## config.mk

```make
export PLATFORM = sky130hd
export DESIGN_NAME = input_output_ports
export DESIGN_NICKNAME = d
export VERILOG_FILES = /design/src/hw/io_port_pkg.sv /design/src/hw/pin_sync_if.sv /design/src/hw/pin_sync.sv /design/src/hw/input_output_ports.sv
export SDC_FILE = /design/constraint.sdc
export NUM_CORES = 1
export LEC_CHECK = 0
export ABC_CLOCK_PERIOD_IN_PS = 1300
export BUFFER_PORTS_ARGS = -buffer_cell sky130_fd_sc_hd__buf_2
export CAP_MARGIN = 10
export CORE_ASPECT_RATIO = 0.75
export CORE_MARGIN = 5
export CORE_UTILIZATION = 44
export DETAILED_ROUTE_END_ITERATION = 16
export HOLD_SLACK_MARGIN = 0.05
export PLACE_DENSITY = 0.73
export SLEW_MARGIN = 20
export SYNTH_ARGS = -nofsm -noshare
export SYNTH_HDL_FRONTEND = slang
export SYNTH_SLANG_ARGS = --single-unit
```

## constraint.sdc

```tcl
create_clock -name clk_sys -period 1.3 [get_ports clk_sys]
set_input_delay 0.065 -clock clk_sys [delete_from_list [all_inputs] [get_ports clk_sys]]
set_output_delay 0.065 -clock clk_sys [all_outputs]
set_load 0.02 [all_outputs]
```

## src/hw/io_port_pkg.sv

```systemverilog
// Shared constants and types for the four-bit input and two-bit output port block.
package io_port_pkg;
  localparam int ADDR_W = 8;
  localparam int DATA_W = 4;
  localparam int IN_W = 4;
  localparam int OUT_W = 2;
  localparam logic [ADDR_W-1:0] IO_LO_ADDR = 8'he0;
  localparam logic [ADDR_W-1:0] IO_HI_ADDR = 8'hfd;
  localparam logic [ADDR_W-1:0] INPUT_LEVEL_ADDR = 8'he0;
  localparam logic [ADDR_W-1:0] INPUT_IRQ_ENABLE_ADDR = 8'he8;
  localparam logic [ADDR_W-1:0] INPUT_IRQ_FLAG_ADDR = 8'hed;
  localparam logic [ADDR_W-1:0] OUTPUT_LATCH_ADDR = 8'hf3;
  localparam int FLAG_BIT = 0;
  localparam int OUT0_BIT = 0;
  localparam int OUT1_BIT = 1;
  localparam logic [IN_W-1:0] ENABLE_RESET = 4'h0;
  localparam logic FLAG_RESET = 1'b0;
  localparam logic [OUT_W-1:0] LATCH_RESET = 2'h0;
  localparam logic [DATA_W-1:0] RDATA_RESET = 4'h0;
  localparam logic [IN_W-1:0] SYNC_RESET = 4'h0;
  typedef enum logic [1:0] {
    PIN0_PLAIN = 2'b00,
    PIN0_DIV_CLK = 2'b01,
    PIN0_TONE_N = 2'b10
  } pin0_mode_t;
  typedef enum logic [0:0] {
    PIN1_PLAIN = 1'b0,
    PIN1_TONE = 1'b1
  } pin1_mode_t;
  typedef enum logic [1:0] {
    EDGE_RISE = 2'b00,
    EDGE_FALL = 2'b01,
    EDGE_BOTH = 2'b10
  } irq_edge_t;
endpackage : io_port_pkg

```

## src/hw/pin_sync_if.sv

```systemverilog
// Synchronised pin levels and their edges, passed from the synchroniser to the port logic.
`timescale 1ns/1ps
`default_nettype none
interface pin_sync_if #(parameter int W = 4);
  logic [W-1:0] level;
  logic [W-1:0] rise;
  logic [W-1:0] fall;
  modport src (output level, output rise, output fall);
  modport dst (input level, input rise, input fall);
endinterface : pin_sync_if
`default_nettype wire

```

## src/hw/pin_sync.sv

```systemverilog
// Two-stage synchroniser for the input pins with edge detection on the settled level.
`timescale 1ns/1ps
`default_nettype none
module pin_sync #(
  parameter int W = 4
) (
  // Clock and reset
  input wire logic clk_sys,
  input wire logic reset,
  // Raw pins and synchronised view
  input wire logic [W-1:0] pins,
  pin_sync_if.src sync
);
  logic [W-1:0] meta_q, meta_d;
  logic [W-1:0] level_q, level_d;
  logic [W-1:0] prev_q, prev_d;

  // The edge detector compares the second and third stages, never the first.
  always_comb begin
    meta_d = pins;
    level_d = meta_q;
    prev_d = level_q;
  end

  always_ff @(posedge clk_sys or posedge reset) begin
    if (reset) begin
      meta_q <= io_port_pkg::SYNC_RESET;
      level_q <= io_port_pkg::SYNC_RESET;
      prev_q <= io_port_pkg::SYNC_RESET;
    end else begin
      meta_q <= meta_d;
      level_q <= level_d;
      prev_q <= prev_d;
    end
  end

  assign sync.level = level_q;
  assign sync.rise = level_q & ~prev_q;
  assign sync.fall = ~level_q & prev_q;
endmodule : pin_sync
`default_nettype wire

```

## src/hw/input_output_ports.sv

```systemverilog
// Memory-mapped four-bit input port with interrupt flag and two-bit output latch.
// Operation
// (RL1) A read of the input level register returns pins 3..0 on bits 3..0, high as 1, and writes do nothing.
// (RL2) The input level register holds no reset value and always shows the present pin levels; the code clears its synchroniser to 0 on reset.
// (RL3) Four read/write per-pin interrupt enable bits exist, 1 enables, and all clear on reset.
// (RL4) The input interrupt flag sits in bit 0 of its register, reads 1 after an input interrupt, and resets to 0.
// (RL5) Reading the flag register clears the flag right after the read.
// (RL6) Enabled input pins raise a processor interrupt request through the flag.
// (RL7) Unused bits read as 0: flag register bits 3..1 and output register bits 3..2.
// (RL8) Output pins 0 and 1 continuously drive output latch bits 0 and 1.
// (RL9) The output latch reads back its stored value so read-modify-write works.
// (RL10) Reset clears both output latch bits so both pins drive low.
// (RL11) With tone output chosen, latch bit 1 switches the tone on and off and resets to 0.
// (RL12) With divided-clock output chosen, latch bit 0 switches that output on and off and resets to 0.
// (RL13) Registers are one four-bit word per address in the I/O range and are reached only as whole words.
// (RL14) A build option picks plain or special output per pin: tone on pin 1, divided clock or inverted tone on pin 0.
// (RL15) The edge that sets the flag is a parameter, and the request stands while the flag and any enable are set.
`timescale 1ns/1ps
`default_nettype none
module input_output_ports #(
  parameter io_port_pkg::pin0_mode_t PIN0_MODE = io_port_pkg::PIN0_PLAIN,
  parameter io_port_pkg::pin1_mode_t PIN1_MODE = io_port_pkg::PIN1_PLAIN,
  parameter io_port_pkg::irq_edge_t IRQ_EDGE = io_port_pkg::EDGE_RISE
) (
  // Clock and reset
  input wire logic clk_sys,
  input wire logic reset,
  // Processor I/O word access
  input wire logic [io_port_pkg::ADDR_W-1:0] io_addr,
  input wire logic io_rd,
  input wire logic io_wr,
  input wire logic [io_port_pkg::DATA_W-1:0] io_wdata,
  output logic [io_port_pkg::DATA_W-1:0] io_rdata,
  output logic input_irq_req,
  // Special output sources from the dividers
  input wire logic tone_clk,
  input wire logic div_clk,
  // Pins
  input wire logic [io_port_pkg::IN_W-1:0] input_pins,
  output logic output_pin0,
  output logic output_pin1
);
  // A mode code the output mux cannot serve is refused at elaboration.
  if (PIN0_MODE != io_port_pkg::PIN0_PLAIN && PIN0_MODE != io_port_pkg::PIN0_DIV_CLK &&
      PIN0_MODE != io_port_pkg::PIN0_TONE_N) begin : g_bad_pin0
    $error("Unsupported output pin 0 mode.");
  end
  if (IRQ_EDGE != io_port_pkg::EDGE_RISE && IRQ_EDGE != io_port_pkg::EDGE_FALL &&
      IRQ_EDGE != io_port_pkg::EDGE_BOTH) begin : g_bad_edge
    $error("Unsupported input interrupt edge.");
  end

  function automatic logic hit(input logic [io_port_pkg::ADDR_W-1:0] a,
                               input logic [io_port_pkg::ADDR_W-1:0] reg_addr);
    hit = (a == reg_addr);
  endfunction : hit

  pin_sync_if #(.W(io_port_pkg::IN_W)) sync ();

  pin_sync #(.W(io_port_pkg::IN_W)) u_sync (
    .clk_sys(clk_sys),
    .reset(reset),
    .pins(input_pins),
    .sync(sync)
  );

  logic [io_port_pkg::IN_W-1:0] enable_q, enable_d;
  logic flag_q, flag_d;
  logic [io_port_pkg::OUT_W-1:0] latch_q, latch_d;
  logic [io_port_pkg::DATA_W-1:0] rdata_q, rdata_d;
  logic pin0_q, pin0_d;
  logic pin1_q, pin1_d;
  logic [io_port_pkg::IN_W-1:0] pin_event;
  logic flag_set;

  // The chosen edge of any enabled pin is an input interrupt event.
  always_comb begin
    unique case (IRQ_EDGE)
      io_port_pkg::EDGE_RISE: pin_event = sync.rise;
      io_port_pkg::EDGE_FALL: pin_event = sync.fall;
      io_port_pkg::EDGE_BOTH: pin_event = sync.rise | sync.fall;
      default: pin_event = sync.rise;
    endcase
  end
  assign flag_set = |(pin_event & enable_q); // RL6 RL15

  // Register writes and the read side effect.
  always_comb begin
    enable_d = enable_q;
    latch_d = latch_q;
    flag_d = flag_q;
    if (io_wr && hit(io_addr, io_port_pkg::INPUT_IRQ_ENABLE_ADDR)) begin
      enable_d = io_wdata; // RL3 RL13
    end
    if (io_wr && hit(io_addr, io_port_pkg::OUTPUT_LATCH_ADDR)) begin
      latch_d = io_wdata[io_port_pkg::OUT_W-1:0]; // RL8 RL11 RL12
    end
    // A new event in the same cycle as the clearing read is kept.
    if (io_rd && hit(io_addr, io_port_pkg::INPUT_IRQ_FLAG_ADDR)) begin
      flag_d = 1'b0; // RL5
    end
    if (flag_set) begin
      flag_d = 1'b1; // RL4 RL6
    end
  end

  // Read data are registered and appear the cycle after the strobe.
  always_comb begin
    rdata_d = io_port_pkg::RDATA_RESET;
    if (io_rd) begin
      if (hit(io_addr, io_port_pkg::INPUT_LEVEL_ADDR)) begin
        rdata_d = sync.level; // RL1 RL2
      end else if (hit(io_addr, io_port_pkg::INPUT_IRQ_ENABLE_ADDR)) begin
        rdata_d = enable_q; // RL3
      end else if (hit(io_addr, io_port_pkg::INPUT_IRQ_FLAG_ADDR)) begin
        rdata_d[io_port_pkg::FLAG_BIT] = flag_q; // RL4 RL7
      end else if (hit(io_addr, io_port_pkg::OUTPUT_LATCH_ADDR)) begin
        rdata_d[io_port_pkg::OUT_W-1:0] = latch_q; // RL9 RL7
      end
    end
  end

  // Output pin drivers; special sources are gated by their latch bit.
  always_comb begin
    pin1_d = latch_q[io_port_pkg::OUT1_BIT]; // RL8
    if (PIN1_MODE == io_port_pkg::PIN1_TONE) begin
      pin1_d = latch_q[io_port_pkg::OUT1_BIT] & tone_clk; // RL11 RL14
    end
    unique case (PIN0_MODE)
      io_port_pkg::PIN0_PLAIN: pin0_d = latch_q[io_port_pkg::OUT0_BIT]; // RL8
      io_port_pkg::PIN0_DIV_CLK: pin0_d = latch_q[io_port_pkg::OUT0_BIT] & div_clk; // RL12 RL14
      io_port_pkg::PIN0_TONE_N: pin0_d = latch_q[io_port_pkg::OUT1_BIT] & ~tone_clk; // RL11 RL14
      default: pin0_d = latch_q[io_port_pkg::OUT0_BIT];
    endcase
  end

  always_ff @(posedge clk_sys or posedge reset) begin
    if (reset) begin
      enable_q <= io_port_pkg::ENABLE_RESET; // RL3
      flag_q <= io_port_pkg::FLAG_RESET; // RL4
      latch_q <= io_port_pkg::LATCH_RESET; // RL10
      rdata_q <= io_port_pkg::RDATA_RESET;
      pin0_q <= io_port_pkg::LATCH_RESET[io_port_pkg::OUT0_BIT]; // RL10
      pin1_q <= io_port_pkg::LATCH_RESET[io_port_pkg::OUT1_BIT]; // RL10
    end else begin
      enable_q <= enable_d;
      flag_q <= flag_d;
      latch_q <= latch_d;
      rdata_q <= rdata_d;
      pin0_q <= pin0_d;
      pin1_q <= pin1_d;
    end
  end

  assign io_rdata = rdata_q;
  assign output_pin0 = pin0_q;
  assign output_pin1 = pin1_q;
  assign input_irq_req = flag_q & (|enable_q); // RL15

  // Checks on the port behaviour.
  a_input_read_level: assert property (@(posedge clk_sys) disable iff (reset) // RL1
    io_rd && io_addr == io_port_pkg::INPUT_LEVEL_ADDR |=> io_rdata == $past(sync.level))
    else $error("Input level read returned wrong data.");

  a_input_write_ignored: assert property (@(posedge clk_sys) disable iff (reset) // RL1
    io_wr && io_addr == io_port_pkg::INPUT_LEVEL_ADDR |=> $stable(enable_q) && $stable(latch_q))
    else $error("Write to input level register changed state.");

  a_enable_write_read: assert property (@(posedge clk_sys) disable iff (reset) // RL3
    io_wr && io_addr == io_port_pkg::INPUT_IRQ_ENABLE_ADDR && !io_rd ##1 io_rd &&
    io_addr == io_port_pkg::INPUT_IRQ_ENABLE_ADDR && !io_wr |=> io_rdata == $past(io_wdata, 2))
    else $error("Enable register did not read back written value.");

  a_flag_read_clear: assert property (@(posedge clk_sys) disable iff (reset) // RL5
    io_rd && io_addr == io_port_pkg::INPUT_IRQ_FLAG_ADDR && !flag_set |=> !flag_q)
    else $error("Flag not cleared after read.");

  a_flag_set_event: assert property (@(posedge clk_sys) disable iff (reset) // RL6
    |(sync.rise & enable_q) && IRQ_EDGE == io_port_pkg::EDGE_RISE &&
    !(io_wr && io_addr == io_port_pkg::INPUT_IRQ_ENABLE_ADDR) |=> flag_q && input_irq_req)
    else $error("Enabled input edge did not set the flag.");

  a_flag_read_bits: assert property (@(posedge clk_sys) disable iff (reset) // RL7
    io_rd && io_addr == io_port_pkg::INPUT_IRQ_FLAG_ADDR |=> io_rdata == {3'h0, $past(flag_q)})
    else $error("Flag register read wrong.");

  a_latch_readback: assert property (@(posedge clk_sys) disable iff (reset) // RL9
    io_wr && io_addr == io_port_pkg::OUTPUT_LATCH_ADDR && !io_rd ##1 io_rd &&
    io_addr == io_port_pkg::OUTPUT_LATCH_ADDR && !io_wr |=> io_rdata == {2'h0, $past(io_wdata[1:0], 2)})
    else $error("Output latch read back wrong.");

  a_pin_follows_latch: assert property (@(posedge clk_sys) disable iff (reset) // RL8
    PIN0_MODE == io_port_pkg::PIN0_PLAIN && io_wr && io_addr == io_port_pkg::OUTPUT_LATCH_ADDR
    |=> ##1 output_pin0 == $past(io_wdata[0], 2))
    else $error("Output pin 0 does not follow the latch.");

  a_irq_needs_enable: assert property (@(posedge clk_sys) disable iff (reset) // RL15
    enable_q == io_port_pkg::ENABLE_RESET && !flag_q |=> !input_irq_req)
    else $error("Masked input raised the interrupt request.");

  // Any address outside the four registers must read as zero.
  a_unmapped_read_zero: assert property (@(posedge clk_sys) disable iff (reset) // RL13
    io_rd && io_addr != io_port_pkg::INPUT_LEVEL_ADDR && io_addr != io_port_pkg::INPUT_IRQ_ENABLE_ADDR &&
    io_addr != io_port_pkg::INPUT_IRQ_FLAG_ADDR && io_addr != io_port_pkg::OUTPUT_LATCH_ADDR
    |=> io_rdata == io_port_pkg::RDATA_RESET)
    else $error("Unmapped read returned nonzero data.");

  a_pin1_follows_latch: assert property (@(posedge clk_sys) disable iff (reset) // RL8
    PIN1_MODE == io_port_pkg::PIN1_PLAIN && io_wr && io_addr == io_port_pkg::OUTPUT_LATCH_ADDR
    |=> ##1 output_pin1 == $past(io_wdata[io_port_pkg::OUT1_BIT], 2))
    else $error("Output pin 1 does not follow the latch.");

  a_flag_holds: assert property (@(posedge clk_sys) disable iff (reset) // RL4
    flag_q && !(io_rd && io_addr == io_port_pkg::INPUT_IRQ_FLAG_ADDR) |=> flag_q)
    else $error("Flag dropped without a read.");

  c_flag_read: cover property (@(posedge clk_sys) disable iff (reset)
    flag_q && io_rd && io_addr == io_port_pkg::INPUT_IRQ_FLAG_ADDR);
  c_set_during_clear: cover property (@(posedge clk_sys) disable iff (reset)
    flag_set && io_rd && io_addr == io_port_pkg::INPUT_IRQ_FLAG_ADDR);
  c_latch_both_high: cover property (@(posedge clk_sys) disable iff (reset) latch_q == 2'h3);
  c_irq_raised: cover property (@(posedge clk_sys) disable iff (reset) $rose(input_irq_req));
  c_special_on: cover property (@(posedge clk_sys) disable iff (reset)
    latch_q != io_port_pkg::LATCH_RESET && (tone_clk || div_clk));
endmodule : input_output_ports
`default_nettype wire

```

==> reports/qor.csv <==
stage;metric;value;unit
status;status;complete, but fails checks;
status;violations;setup timing;
drt;first_iter_violations;27;
place;routabilityCongestion;0.857;
clock_network;cts_buffer_depth;2;
place;placed_area;1160;um^2
die;fp.coreArea;2050;um^2
min_path;min_from;io_wr;
min_path;hp-class;in -> reg;
global_routing;grt_pass1_vias;704;
worst_setup_path;worstPathMaxFanout;2;
drt;vias_per_cell;4.90;
clock_network;cts-root-buf;clkbuf_4;
synthesis;ys_types;25;
sta;fin_skew;9.52;ps
clock_network;htree_levels;1;
die;fp.dieH;50.5;um
sta;whs;117;ps
die;die_area;3230;um^2
worst_setup_path;cp-startpoint;enable_q[3];
flow_run;cap_violations;0;
drt;ant_nets;0;
drt;via_count;701;
layout;n_antenna_cell;0;
sta;fin_crit;1370;ps
global_routing;track_usage;12.8;%
sta;setup_slack;-67.4;ps
layout;design_area;1330;um^2
drt;firstDrtPassIters;4;
pwr;power_density;1040;nW/um^2
place;port_buffers;26;
clock_network;cts_buffers;3;
clock_network;clkLatencyLatePin;320;ps
global_routing;grt_use_met2;20.2;%
global_routing;use_met3;5.80;%
sta;max_freq;731;MHz
global_routing;grt_busiest_layer;met2;
sta;slew_headroom;76.6;%
clock_network;cts.sink_count;25;
pwr;leakage;0.000658;uW
die;initial_core_util;46.9;%
sta;worst_pin_slew;348;ps
layout;final_nets;142;
worst_setup_path;path_cells;o41a_1 > buf_6;
drt;routedWlPerCell;13.0;um
global_routing;grt_pass1_wl;3230;um
worst_setup_path;worst_setup_path_end_kind;output pin;
pwr;peakVddDrop;674;uV
sta;rsz0062_at_grt;true;
synthesis;avgSynthCellArea;13.7;um^2
worst_setup_path;worstPathRequired;1240;ps
synthesis;syn-cell-area;961;um^2
worst_setup_path;r2r_start;enable_q[0];
clock_network;clkTransAtPathRegs;130;ps
drt;drcViolationCount;0;
layout;area_growth;38.5;%
worst_setup_path;critPathKind;reg -> out;
drt;wirelength;1860;um
global_routing;antenna_found_initial;0;
clock_network;cts_tree;built;
global_routing;grt_overflow_total;0;
place;hpwl;1300;um
synthesis;synth_seq_area_share;65.1;%
die;core.rowCount;14;
sta;final_hold_viol_count;0;
worst_setup_path;worst_path_largest_cell_delay;440;ps
place;dp_cells;126;
layout;final_cells;143;
synthesis;yosysWarningCount;0;
sta;finalCritPeriodShare;105;%
layout;drive_gt1_share;43.7;%
layout;nFillCells;145;
layout;fin_util;65.0;%
die;die_w;64.0;um
sta;setup_violations;2;
sta;finalSetupTns;-68.9;ps
synthesis;synth_fp_nets;92;
sta;slew_viol_final;0;
global_routing;grt_max_degree;26;
global_routing;met1_usage;16.1;%
worst_setup_path;arrival;1300;ps
worst_setup_path;start_kind;register;
worst_setup_path;cp_slowest_cell;o41a_1;
synthesis;ys_ff_latch;25;
die;io_pins;29;
synthesis;netlist_instances;70;
[final timing paths]
| check | end | slack [ps] | depth (start not counted) |
|---|---|---|---|
| min | latch_q[1] | 120 | 3 |
| min reg2reg | u_sync.sync.level[2] | 360 | 0 |
| max in group asynchronous | u_sync.sync.level[2] | 740 | 4 |
| max | input_irq_req | -70 | 2 |
| min in group asynchronous | latch_q[0] | 330 | 4 |
| max reg2reg | io_rdata[0] | 0 | 4 |
[per-layer routing]
| metal | vias up | share of wire, % |
|---|---|---|
| li1 | 346 | - |
| met1 | 326 | 45 |
| met2 | 29 | 45 |
| met3 | 0 | 10 |
| met4 | 0 | 0 |
| met5 | - | 0 |
[cells in the mapped netlist (all sizes together)]
cell type / count / share of area (%)
nand2b: 1 / 0.65
o41a: 1 / 1.2
a221oi: 2 / 1.8
nor2: 4 / 2.3
buf: 2 / 1.7
dfrtp: 25 / 65
o32a: 1 / 1.0
a211o: 1 / 0.91
nand3: 2 / 1.0
or4: 1 / 1.2
o22ai: 1 / 0.65
nor3: 2 / 1.6
nand2: 8 / 3.1
mux2: 7 / 9.8
nor4: 2 / 1.3
mux2i: 2 / 2.1
inv: 3 / 1.2
o21ai: 2 / 1.0
and3: 1 / 0.65
nand3b: 1 / 0.78
or3b: 1 / 0.91
[flip-flops by register name, summed over array words and instances (netlist names), 2 cells and up]
register	flops
enable_q	4
io_rdata	4
u_sync.level_d	4
u_sync.prev_q	4
u_sync.sync.level	4
latch_q	2
[stage by stage]
stage / total power, uW / setup WS (ps)
floorplan: 942 / -109
CTS: 1400 / -84.0
global placement: 1020 / -251
finish: 1390 / -67.4
global route: 1450 / -141
detailed placement: 1020 / -272
[cell usage in the layout, fill, tap and decap left out, drive strengths merged]
cell type / instances
clkbuf: 3
and3: 1
clkinv: 1
nand2b: 1
o21ai: 2
a211o: 1
nor4: 2
mux2i: 2
or4: 1
nand3: 2
a221oi: 2
dlygate4sd3: 10
nor2: 4
or3b: 1
o22ai: 1
nand3b: 1
buf: 37
nand2: 8
inv: 3
o41a: 1
dfrtp: 25
o32a: 1
mux2: 7
nor3: 2
[layout make-up]
type                            count  area, um^2  share of cell area (%)
Inverter                            3        11.3                   0.846
Clock buffer                        3        22.5                    1.69
Tap cell                           24        30.0                    2.26
Sequential cell                    25         626                    47.0
Multi-Input combinational cell     40         314                    23.6
Clock inverter                      1        5.00                   0.376
Timing Repair Buffer               47         323                    24.2
[report_power, final]
part / internal, uW / switching (uW) / total (uW) / leakage, uW
combinational: 115 / 83.0 / 198 / 0.000324
clock: 115 / 221 / 336 / 0.0000177
sequential: 822 / 29.9 / 852 / 0.000317
[critical path, delay by kind of cell (launching register included)]
| family | cells | cell delay (ps) |
|---|---|---|
| AOI/OAI and AO/OA | 1 | 440 |
| buffers and inverters | 1 | 140 |
| DFF | 1 | 410 |
[cell families after synthesis]
group	Yosys count	share of synthesized area [%]
AOI/OAI and AO/OA	8	6.64
buffers and inverters	5	2.86
DFF	25	65.1
muxes	9	11.8
and+or+nand+nor	23	13.5
[what timing repair did]
item / 4_1_cts / 5_1_grt
setup endpoints to repair: 2 / 2
setup buffers: 3 / 0
gates resized for setup: 4 / 0
hold buffers: 10 / 0
hold endpoints to repair: 39 / 0
No activity file was read; power rests on OpenSTA's default activity.
